$ cat src/verilog/scalar_units_pkg.sv
// Shared constants for the scalar shift, integer add and floating add units.
package scalar_units_pkg;
   localparam int WORD_W = 64;
   localparam int CNT_W = 24;
   localparam int FLD_W = 3;
   localparam int OP_W = 7;
   localparam int PARCEL_W = 16;
   // Parcel field positions: opcode, destination, first source, second source/count.
   localparam int OP_LSB = 9;
   localparam int DST_LSB = 6;
   localparam int SRC1_LSB = 3;
   localparam int SRC2_LSB = 0;
   // Opcodes handled here.
   localparam logic [6:0] OP_DSHL = 7'h2E;
   localparam logic [6:0] OP_DSHR = 7'h2F;
   localparam logic [6:0] OP_IADD = 7'h30;
   localparam logic [6:0] OP_ISUB = 7'h31;
   localparam logic [6:0] OP_FADD = 7'h32;
   localparam logic [6:0] OP_FSUB = 7'h33;
   // Floating word layout: sign, biased exponent, coefficient.
   localparam int SIGN_BIT = 63;
   localparam int EXP_W = 15;
   localparam int COEF_W = 48;
   localparam int EXP_LSB = 48;
   localparam logic [2:0] FLD_ZERO = 3'h0;
   localparam logic [63:0] WORD_ZERO = 64'h0000_0000_0000_0000;
   localparam logic [63:0] SIGN_ONLY = 64'h8000_0000_0000_0000;
   localparam logic [23:0] COUNT_ONE = 24'h000001;
   localparam logic [23:0] COUNT_MAX = 24'h00007F;
   localparam int SHAMT_W = 7;
   typedef enum logic [3:0] {
      UNIT_NONE = 4'b0001,
      UNIT_SHIFT = 4'b0010,
      UNIT_IADD = 4'b0100,
      UNIT_FADD = 4'b1000
   } unit_sel_e;
endpackage

$ cat src/verilog/scalar_shift_add_units.sv
// Scalar double shift, integer add and floating add units behind one issue port.
//
// Behaviour
// - Left double shift: dest over first source, shift left, keep upper word.
// - Right double shift: first source over dest, shift right, keep lower word.
// - Count field zero gives shift count one, never address register zero.
// - First-source field zero concatenates the destination with a zero word.
// - Shift count above 127 clears the destination.
// - Equal nonzero dest and source fields, count up to 64, rotates.
// - Only the destination is written; the first source stays unchanged.
// - Integer add writes the 64-bit sum of both sources.
// - Integer add with first field zero copies the second source.
// - Integer add with both fields zero writes the sign bit only.
// - Integer subtract writes first source minus second source.
// - Integer subtract with both fields zero writes the top bit only.
// - Integer subtract with first field zero writes the negated second source.
// - Floating add writes a normalized sum, whatever the operands.
// - Floating add with first field zero normalizes the second source.
// - Floating subtract writes a normalized first minus second.
// - Floating subtract with first field zero writes the normalized negation.
// - Opcodes are routed to the shift, integer or floating unit.
`timescale 1ns/1ps
`default_nettype none
module scalar_shift_add_units
   import scalar_units_pkg::*;
(
   input wire logic clk_sys,
   input wire logic sys_rst,
   input wire logic issue_valid,
   input wire logic [15:0] issue_parcel,
   input wire logic [63:0] dest_scalar_reg,
   input wire logic [63:0] first_src_scalar_reg,
   input wire logic [63:0] second_src_scalar_reg,
   input wire logic [23:0] shift_count_addr_reg,
   output logic issue_ready,
   output logic result_valid,
   output logic [2:0] result_dest,
   output logic [63:0] result_data,
   output logic [3:0] result_unit,
   output logic issue_reject
);

   ////////////////////////////////////////////////////////////////////////////
   // Parcel decode.

   logic [6:0] opcode;
   logic [2:0] fld_dst;
   logic [2:0] fld_src1;
   logic [2:0] fld_src2;
   logic src1_zero;
   logic src2_zero;

   // The issue side presents register contents already selected by these fields.
   // designator extraction
   assign opcode = issue_parcel[OP_LSB +: OP_W];
   assign fld_dst = issue_parcel[DST_LSB +: FLD_W];
   assign fld_src1 = issue_parcel[SRC1_LSB +: FLD_W];
   assign fld_src2 = issue_parcel[SRC2_LSB +: FLD_W];
   assign src1_zero = (fld_src1 == FLD_ZERO);
   assign src2_zero = (fld_src2 == FLD_ZERO);

   ////////////////////////////////////////////////////////////////////////////
   // Unit routing.

   unit_sel_e unit_sel;
   logic is_shift;
   logic is_iadd;
   logic is_fadd;
   logic is_sub;

   assign is_shift = (opcode == OP_DSHL) || (opcode == OP_DSHR);
   assign is_iadd = (opcode == OP_IADD) || (opcode == OP_ISUB);
   assign is_fadd = (opcode == OP_FADD) || (opcode == OP_FSUB);
   assign is_sub = (opcode == OP_ISUB) || (opcode == OP_FSUB);
   assign unit_sel = is_shift ? UNIT_SHIFT :
                     is_iadd ? UNIT_IADD :
                     is_fadd ? UNIT_FADD : UNIT_NONE;

   // Every unit completes in one cycle, so issue is never stalled.
   assign issue_ready = 1'b1;

   ////////////////////////////////////////////////////////////////////////////
   // Operand selection for zero designators.

   logic [63:0] src1_word;
   logic [63:0] int_src2_word;
   logic [63:0] fp_src2_word;
   logic [23:0] shift_count;

   // zero first field reads a zero word
   assign src1_word = src1_zero ? WORD_ZERO : first_src_scalar_reg;
   // A zero second field reads as the sign bit alone at the integer unit, which gives both
   // the sign-only sum and the sign-only difference with a zero first field.
   // sign-only operand for zero field
   assign int_src2_word = src2_zero ? SIGN_ONLY : second_src_scalar_reg;
   assign fp_src2_word = src2_zero ? WORD_ZERO : second_src_scalar_reg;
   // zero count field gives count one
   assign shift_count = src2_zero ? COUNT_ONE : shift_count_addr_reg;

   ////////////////////////////////////////////////////////////////////////////
   // Functional units.

   logic [63:0] shift_out;
   logic [63:0] int_out;
   logic [63:0] fp_out;

   double_shift_unit u_shift (
      .shift_right(opcode == OP_DSHR),
      .dest_word(dest_scalar_reg),
      .src_word(src1_word),
      .count(shift_count),
      .shift_result(shift_out)
   );

   // Zero first field makes the sum a copy and the difference a negation.
   // integer sum
   assign int_out = is_sub ? (src1_word - int_src2_word) : (src1_word + int_src2_word);

   fp_add_unit u_fadd (
      .subtract(is_sub),
      .op_a(src1_word),
      .op_b(fp_src2_word),
      .fp_result(fp_out)
   );

   logic [63:0] unit_out;

   // The one-hot select keeps this a flat AND-OR mux.
   assign unit_out = ({64{unit_sel == UNIT_SHIFT}} & shift_out) |
                     ({64{unit_sel == UNIT_IADD}} & int_out) |
                     ({64{unit_sel == UNIT_FADD}} & fp_out);

   ////////////////////////////////////////////////////////////////////////////
   // Result registers.

   logic result_valid_r, result_valid_nxt;
   logic reject_r, reject_nxt;
   logic [2:0] result_dest_r;
   logic [63:0] result_data_r;
   logic [3:0] result_unit_r;
   logic take;

   assign take = issue_valid && (unit_sel != UNIT_NONE);
   assign result_valid_nxt = take;
   assign reject_nxt = issue_valid && (unit_sel == UNIT_NONE);

   // Handshake flags follow every issue cycle.
   always_ff @(posedge clk_sys or posedge sys_rst) begin
      if (sys_rst) begin
         result_valid_r <= 1'b0;
         reject_r <= 1'b0;
      end else begin
         result_valid_r <= result_valid_nxt;
         reject_r <= reject_nxt;
      end
   end

   // Data hold their last value between results to save toggling.
   // single destination write
   always_ff @(posedge clk_sys or posedge sys_rst) begin
      if (sys_rst) begin
         result_dest_r <= FLD_ZERO;
         result_data_r <= WORD_ZERO;
         result_unit_r <= UNIT_NONE;
      end else if (take) begin
         result_dest_r <= fld_dst;
         result_data_r <= unit_out;
         result_unit_r <= unit_sel;
      end
   end

   assign result_valid = result_valid_r;
   assign issue_reject = reject_r;
   assign result_dest = result_dest_r;
   assign result_data = result_data_r;
   assign result_unit = result_unit_r;

   logic issue_l, issue_r, issue_a, issue_s, issue_f, issue_fs;
   int rot_n;

   assign issue_l = issue_valid && (opcode == OP_DSHL);
   assign issue_r = issue_valid && (opcode == OP_DSHR);
   assign issue_a = issue_valid && (opcode == OP_IADD);
   assign issue_s = issue_valid && (opcode == OP_ISUB);
   assign issue_f = issue_valid && (opcode == OP_FADD);
   assign issue_fs = issue_valid && (opcode == OP_FSUB);
   assign rot_n = int'(shift_count_addr_reg[6:0]);

   logic [127:0] pair_l;
   logic [127:0] pair_r;
   logic [63:0] left_ref;
   logic [63:0] right_ref;

   // Reference shifts built from the raw pair, independent of the operand muxes.
   assign pair_l = {dest_scalar_reg, first_src_scalar_reg} << rot_n;
   assign pair_r = {first_src_scalar_reg, dest_scalar_reg} >> rot_n;
   assign left_ref = pair_l[127:64];
   assign right_ref = pair_r[63:0];
endmodule
`default_nettype wire

$ cat src/verilog/double_shift_unit.sv
// Double-word shift datapath for the left and right concatenated shifts.
`timescale 1ns/1ps
`default_nettype none
module double_shift_unit
   import scalar_units_pkg::*;
(
   input wire logic shift_right,
   input wire logic [63:0] dest_word,
   input wire logic [63:0] src_word,
   input wire logic [23:0] count,
   output logic [63:0] shift_result
);
   logic [127:0] cat_left;
   logic [127:0] cat_right;
   logic [127:0] moved_left;
   logic [127:0] moved_right;
   logic [6:0] shamt;
   logic too_far;

   // Only the low seven count bits steer the shifter; wider counts clear below.
   // low seven bits
   assign shamt = count[SHAMT_W-1:0];
   assign cat_left = {dest_word, src_word};
   assign cat_right = {src_word, dest_word};
   assign moved_left = cat_left << shamt;
   assign moved_right = cat_right >> shamt;
   assign too_far = count > COUNT_MAX;
   // Equal source and destination words make these shifts rotate for counts up to 64.
   // rotation via concatenation
   assign shift_result = too_far ? WORD_ZERO :
                         (shift_right ? moved_right[63:0] : moved_left[127:64]);
endmodule
`default_nettype wire

$ cat src/verilog/fp_add_unit.sv
// Floating add/subtract datapath with forced normalization of the result.
`timescale 1ns/1ps
`default_nettype none
module fp_add_unit
   import scalar_units_pkg::*;
(
   input wire logic subtract,
   input wire logic [63:0] op_a,
   input wire logic [63:0] op_b,
   output logic [63:0] fp_result
);
   // Leading zero count of a coefficient.
   function automatic logic [5:0] lead_zeros(input logic [47:0] v);
      logic [5:0] n;
      logic seen;
      n = 6'h00;
      seen = 1'b0;
      for (int i = COEF_W - 1; i >= 0; i--) begin
         if (!seen && !v[i]) begin
            n = n + 6'h01;
         end else begin
            seen = 1'b1;
         end
      end
      return n;
   endfunction

   logic sa, sb;
   logic [14:0] ea, eb;
   logic [47:0] ca, cb;
   logic a_big;
   logic s_big, s_small;
   logic [14:0] e_big, e_diff;
   logic [47:0] c_big, c_small, c_align;
   logic [49:0] mag_raw, mag;
   logic res_sign, mag_neg;
   logic [5:0] lz;
   logic [47:0] c_norm;
   logic [14:0] e_norm;

   assign sa = op_a[SIGN_BIT];
   assign ea = op_a[EXP_LSB +: EXP_W];
   assign ca = op_a[COEF_W-1:0];
   assign sb = op_b[SIGN_BIT] ^ subtract;
   assign eb = op_b[EXP_LSB +: EXP_W];
   assign cb = op_b[COEF_W-1:0];
   // A zero coefficient wins alignment only against another zero, so its exponent is ignored.
   assign a_big = (cb == 48'h0) || ((ca != 48'h0) && (ea >= eb));
   assign s_big = a_big ? sa : sb;
   assign s_small = a_big ? sb : sa;
   assign e_big = a_big ? ea : eb;
   assign c_big = a_big ? ca : cb;
   assign c_small = a_big ? cb : ca;
   assign e_diff = a_big ? (ea - eb) : (eb - ea);
   assign c_align = (e_diff >= 15'(COEF_W)) ? 48'h0 : (c_small >> e_diff);
   assign mag_raw = (s_big == s_small) ? ({2'b00, c_big} + {2'b00, c_align}) :
                    ({2'b00, c_big} - {2'b00, c_align});
   assign mag_neg = mag_raw[49];
   assign mag = mag_neg ? (50'h0 - mag_raw) : mag_raw;
   assign res_sign = s_big ^ mag_neg;
   assign lz = lead_zeros(mag[47:0]);
   // shift coefficient up to top bit
   assign c_norm = mag[48] ? mag[48:1] : (mag[47:0] << lz);
   assign e_norm = mag[48] ? (e_big + 15'h0001) : (e_big - 15'(lz));
   // Exponent underflow during normalization yields a clean zero; overflow wraps.
   assign fp_result = ((mag == 50'h0) || (!mag[48] && (e_big < 15'(lz)))) ? WORD_ZERO :
                      {res_sign, e_norm, c_norm};
endmodule
`default_nettype wire

$ cat config.mk
export PLATFORM = sky130hd
export DESIGN_NAME = scalar_shift_add_units
export DESIGN_NICKNAME = d
export VERILOG_FILES = /design/src/verilog/scalar_units_pkg.sv /design/src/verilog/scalar_shift_add_units.sv /design/src/verilog/double_shift_unit.sv /design/src/verilog/fp_add_unit.sv
export SDC_FILE = /design/constraint.sdc
export NUM_CORES = 2
export LEC_CHECK = 0
export BUFFER_PORTS_ARGS = -buffer_cell sky130_fd_sc_hd__buf_2
export CAP_MARGIN = 15
export CELL_PAD_IN_SITES_DETAIL_PLACEMENT = 0
export CELL_PAD_IN_SITES_GLOBAL_PLACEMENT = 1
export CORE_MARGIN = 2
export CORE_UTILIZATION = 45
export DETAILED_ROUTE_END_ITERATION = 8
export PLACE_DENSITY = 0.89
export SLEW_MARGIN = 30
export SYNTH_ARGS = -nofsm -noshare
export SYNTH_HDL_FRONTEND = slang
export SYNTH_SLANG_ARGS = --single-unit
$ cat constraint.sdc
create_clock -name clk_sys -period 4.94 [get_ports clk_sys]
set_input_delay 0.988 -clock clk_sys [delete_from_list [all_inputs] [get_ports clk_sys]]
set_output_delay 0.988 -clock clk_sys [all_outputs]
set_load 0.02 [all_outputs]
==> impl_metrics.env, run 1 <==
export IMPL_stop_stage="global routing (5_1_grt)"
export IMPL_synth_area_leaders="mux2i_1, o21ai_0, nor2_1, nand2_1, a21oi_1"
export IMPL_synthArstFlopShare=1.00
export IMPL_synthFlopType="dfrtp_1"
export IMPL_synth_seq_cells=73
export IMPL_clockBufferDepth=2
export IMPL_first_error="[ERROR GRT-0116] Global routing finished with congestion. Check the congestion regions in the DRC Viewer."
export IMPL_syn_area_sq_um=48300
export IMPL_grt_start_max_net_pins=88
export IMPL_die_h_um=332
export IMPL_syn_area_per_cell_sq_um=6.24
export IMPL_cts_sinks=73
export IMPL_yosysMostFrequentCell="nor2_1"
export IMPL_synth_enable_flop_cells=0
export IMPL_rows=120
export IMPL_synth_largest_area_cell="mux2i_1"
export IMPL_grt_pass1_wl_um=588000
export IMPL_synth_commonest_cells="nor2_1, nand2_1, o21ai_0, a21oi_1, mux2i_1"
export IMPL_die_x_um=332
export IMPL_grt_pass1_vias=84200
export IMPL_grt_usage=0.693
export IMPL_ys_warnings_count=0
export IMPL_status="stopped before the end"
export IMPL_ys_types=162
export IMPL_clockRootBuffer="clkbuf_16"
export IMPL_htreeDepth=3
export IMPL_synth_fp_nets=8223
export IMPL_io_pins=309
export IMPL_hpwlAfterDp_um=241000
export IMPL_numCtsBuffers=9
export IMPL_gp_congestion=1.36
export IMPL_ys_seq_area_frac=0.0378
export IMPL_postSynthCellCount=7744
export IMPL_gr_total_overflow=306
export IMPL_start_util=0.453
export IMPL_yosys_area_top_type_share=0.114
export IMPL_portBuffers=307
metal layers:
metal  global-route usage  overflow
met1                0.687        10
met2                0.822       161
met3                0.604        15
met4                0.651       117
met5                0.360         3
kinds of logic after synthesis:
logic type	after synthesis	synth area share
flops	73	0.0378
simple gates	3063	0.287
fa+ha+maj	247	0.0647
mux	621	0.133
xor+xnor	317	0.0670
other cells	1	0.0000776
compound gates	2589	0.331
buf+inv	833	0.0784
metrics by stage:
| step | setup WS (ns) | hold WS [ns] | cells | area, sq um | TNS [ns] |
|---|---|---|---|---|---|
| after CTS | -32.58 | 0.473 | 11800 | 74700 | -2074.06 |
| after floorplan | -32.65 | 0.526 | 7744 | 49400 | -2078.93 |
| after global placement | -33.23 | 0.456 | 11600 | 71400 | -2112.90 |
| after detailed placement | -34.81 | 0.457 | 11600 | 71400 | -2213.32 |
repair_timing:
item	in CTS
endpoints found under the setup margin	64
hold buffers	0
buffers inserted	163
resized for setup	386
pin swaps	216
gates cloned	8
==> inputs of run 2 (changes only) <==
- CELL_PAD_IN_SITES_DETAIL_PLACEMENT: 0 -> unset
- CELL_PAD_IN_SITES_GLOBAL_PLACEMENT: 1 -> unset
- CORE_UTILIZATION: 45 -> 30
- PLACE_DENSITY: 0.89 -> unset
- PLACE_DENSITY_LB_ADDON: unset -> 0.15
==> run 2 against run 1 <==
Compared with the run above:
- the flow now finishes, with violations (setup timing)
- synthesized cell count stayed put
- area after synthesis stayed put
==> impl_metrics.env, run 2 <==
export IMPL_fin_crit_ns=37.75
export IMPL_cts_sinks=73
export IMPL_violations="setup timing"
export IMPL_io_pins=309
export IMPL_final_cells=13000
export IMPL_cts_tree="done"
export IMPL_final_max_slew_viol_count=0
export IMPL_clockBufferDepth=2
export IMPL_yosys_area_top_type_share=0.114
export IMPL_rsz0062_at_grt="yes"
export IMPL_setup_tns_ns=-2089.94
export IMPL_ys_types=162
export IMPL_synth_largest_area_cell="mux2i_1"
export IMPL_synth_commonest_cells="nor2_1, nand2_1, o21ai_0, a21oi_1, mux2i_1"
export IMPL_synth_seq_cells=73
export IMPL_r2r_slack_ns=3.87
export IMPL_rows=147
export IMPL_grt_pass1_wl_um=509000
export IMPL_hold_violations=0
export IMPL_synth_enable_flop_cells=0
export IMPL_routedWlPerCell_um=28.2
export IMPL_pwr_share_clk=0.025
export IMPL_register_area_sq_um=1830
export IMPL_hold_depth=2
export IMPL_nFillCells=16800
export IMPL_ant_nets=0
export IMPL_grt_usage=0.426
export IMPL_die_area_sq_um=164000
export IMPL_slowest_stage="nor4_1"
export IMPL_drt_first_pass_iters=7
export IMPL_syn_area_per_cell_sq_um=6.24
export IMPL_core_sq_um=160000
export IMPL_synth_fp_nets=8223
export IMPL_cp_common_cell="ha_4"
export IMPL_r2r_end="result_data[40]"
export IMPL_min_from="result_dest[2]"
export IMPL_max_cap_violations=0
export IMPL_drive_gt1_frac=0.406
export IMPL_fmaxAchievable_mhz=26.5
export IMPL_postSynthCellCount=7744
export IMPL_r2r_cells=4
export IMPL_worst_slack_ns=-32.81
export IMPL_die_x_um=405
export IMPL_gr_total_overflow=0
export IMPL_syn_area_sq_um=48300
export IMPL_hold_path_class="reg -> reg"
export IMPL_cellPowerDensity_nw_per_um2=338
export IMPL_tightest_slew_ns=1.12
export IMPL_avgViaCountPerCell=5.68
export IMPL_hpwlAfterDp_um=311000
export IMPL_syn2layout_area_growth_pct=64.1
export IMPL_grt_start_max_net_pins=78
export IMPL_start_kind="input port"
export IMPL_layout_common_cells="buf_4, nor2_1, nand2_1"
export IMPL_timing_rr_start="result_data[40]"
export IMPL_slowest_delay_ns=0.56
export IMPL_relSlewSlack=0.245
export IMPL_combPwrFrac=0.945
export IMPL_htreeDepth=3
export IMPL_ys_seq_area_frac=0.0378
export IMPL_critPathMaxFanout=38
export IMPL_gp_congestion=1.08
export IMPL_dp_cells=12800
export IMPL_synth_area_leaders="mux2i_1, o21ai_0, nor2_1, nand2_1, a21oi_1"
export IMPL_endpoint_kind="register"
export IMPL_switching_share=0.534
export IMPL_numCtsBuffers=9
export IMPL_insertion_delay_ns=0.36
export IMPL_post_route_period_util=7.64
export IMPL_final_common_cell="buf_4"
export IMPL_finalSetupViolCount=64
export IMPL_p_leak_uw=0.0376
export IMPL_ys_warnings_count=0
export IMPL_worstHoldEndpoint="result_dest[2]"
export IMPL_antenna_found_initial=25
export IMPL_portBuffers=307
export IMPL_power_internal_uw=12500
export IMPL_synthFlopType="dfrtp_1"
export IMPL_drc=0
export IMPL_largest_reg_flops=64
export IMPL_finish_net_count=11300
export IMPL_synthArstFlopShare=1.00
export IMPL_yosysMostFrequentCell="nor2_1"
export IMPL_grt_pass1_vias=71000
export IMPL_wirelength_um=365000
export IMPL_status="finished with violations"
export IMPL_worst_ep_required_time_ns=5.23
export IMPL_clock_skew_ns=0
export IMPL_die_h_um=405
export IMPL_irDropWorstVdd_mv=0.222
export IMPL_first_iter_violations=8012
export IMPL_arrival_ns=38.04
export IMPL_clockRootBuffer="clkbuf_16"
export IMPL_vias=73600
export IMPL_crit_type="in -> reg"
export IMPL_multi_input_area_sq_um=46000
export IMPL_cts_reportedPaths_clkPinSlew_ns=0.06
export IMPL_start_util=0.301
export IMPL_seqPwrFrac=0.029
export IMPL_p_sw_uw=14300
[run 2: how the worst max path moves through the flow]
stage,endpoint,startpoint,slack (ns),cells after the start
3_5_place_dp,result_data[62],issue_parcel[4],-34.75,220
3_3_place_gp,result_data[62],issue_parcel[2],-34.36,220
4_1_cts,result_data[40],issue_parcel[1],-32.96,223
5_1_grt,result_data[33],issue_parcel[0],-34.43,219
2_1_floorplan,result_data[38],issue_parcel[2],-32.65,224
6_report,result_data[38],issue_parcel[4],-32.81,220
[run 2: final cells by class]
| cell class | count | share of cell area |
|---|---|---|
| inverters | 263 | 0.0126 |
| well taps | 2160 | 0.0341 |
| diodes | 10 | 0.000315 |
| multi-input cells | 6839 | 0.580 |
| clock buffers | 11 | 0.00293 |
| repair buffers | 3598 | 0.347 |
| flip-flops and latches | 73 | 0.0230 |
| clock inverters | 3 | 0.000552 |
[run 2: power groups by stage]
stage	Combinational, uW	Clock, uW	Sequential [uW]
after floorplan	10100	0	900
after CTS	23800	681	789
after global routing	26700	702	799
after detailed placement	23000	0	798
after global placement	23000	0	796
final	25400	673	790
[run 2: repair_timing]
item	4_1_cts	5_1_grt
gates cloned	3	6
setup endpoints to repair	64	64
setup buffers	71	60
resized for setup	200	348
pin swaps	157	210
hold buffers	0	0
hold endpoints to repair	0	0
[run 2: worst max-delay path, delay by kind of cell]
family	cells	cell delay, ns
adders and majority gates	47	12.19
xor gates and xnor gates	2	0.38
muxes	24	4.71
AOI/OAI and AO/OA	48	7.09
and+or+nand+nor	74	9.41
buffers and inverters	25	3.21
[run 2: cell families (layout without fill, tap and decap cells)]
kind of cell / after synthesis / count (layout) / synth area share
AO/OA/AOI/OAI: 2589 / 2590 / 0.331
XOR/XNOR: 317 / 317 / 0.0670
adder cells (fa/ha/maj): 247 / 247 / 0.0647
buffers and inverters: 833 / 3875 / 0.0784
flip-flops: 73 / 73 / 0.0378
multiplexers: 621 / 621 / 0.133
other: 1 / 11 / 0.0000776
AND/OR/NAND/NOR: 3063 / 3063 / 0.287
[run 2: per-stage QoR]
stage                     area [sq um]  power, uW  setup WS, ns  hold WS, ns  utilization
final                            79300      26800        -32.81        0.475        0.495
after global routing             79300      28200        -34.43        0.502        0.495
after CTS                        77200      25200        -32.96        0.476        0.481
after detailed placement         75400      23800        -34.75        0.457        0.470
after global placement           75400      23800        -34.36        0.454        0.470
after floorplan                  49400      11000        -32.65        0.526            -
[run 2: metal layers]
layer  up-vias  track usage  wire [um]
met5         -            0        120
met4        18        0.374      39900
met3      1023       0.0666      25000
met2      3297        0.686     161000
met1     35200        0.491     139000
li1      34100            -          -
Power figures use the tool's default switching activity.
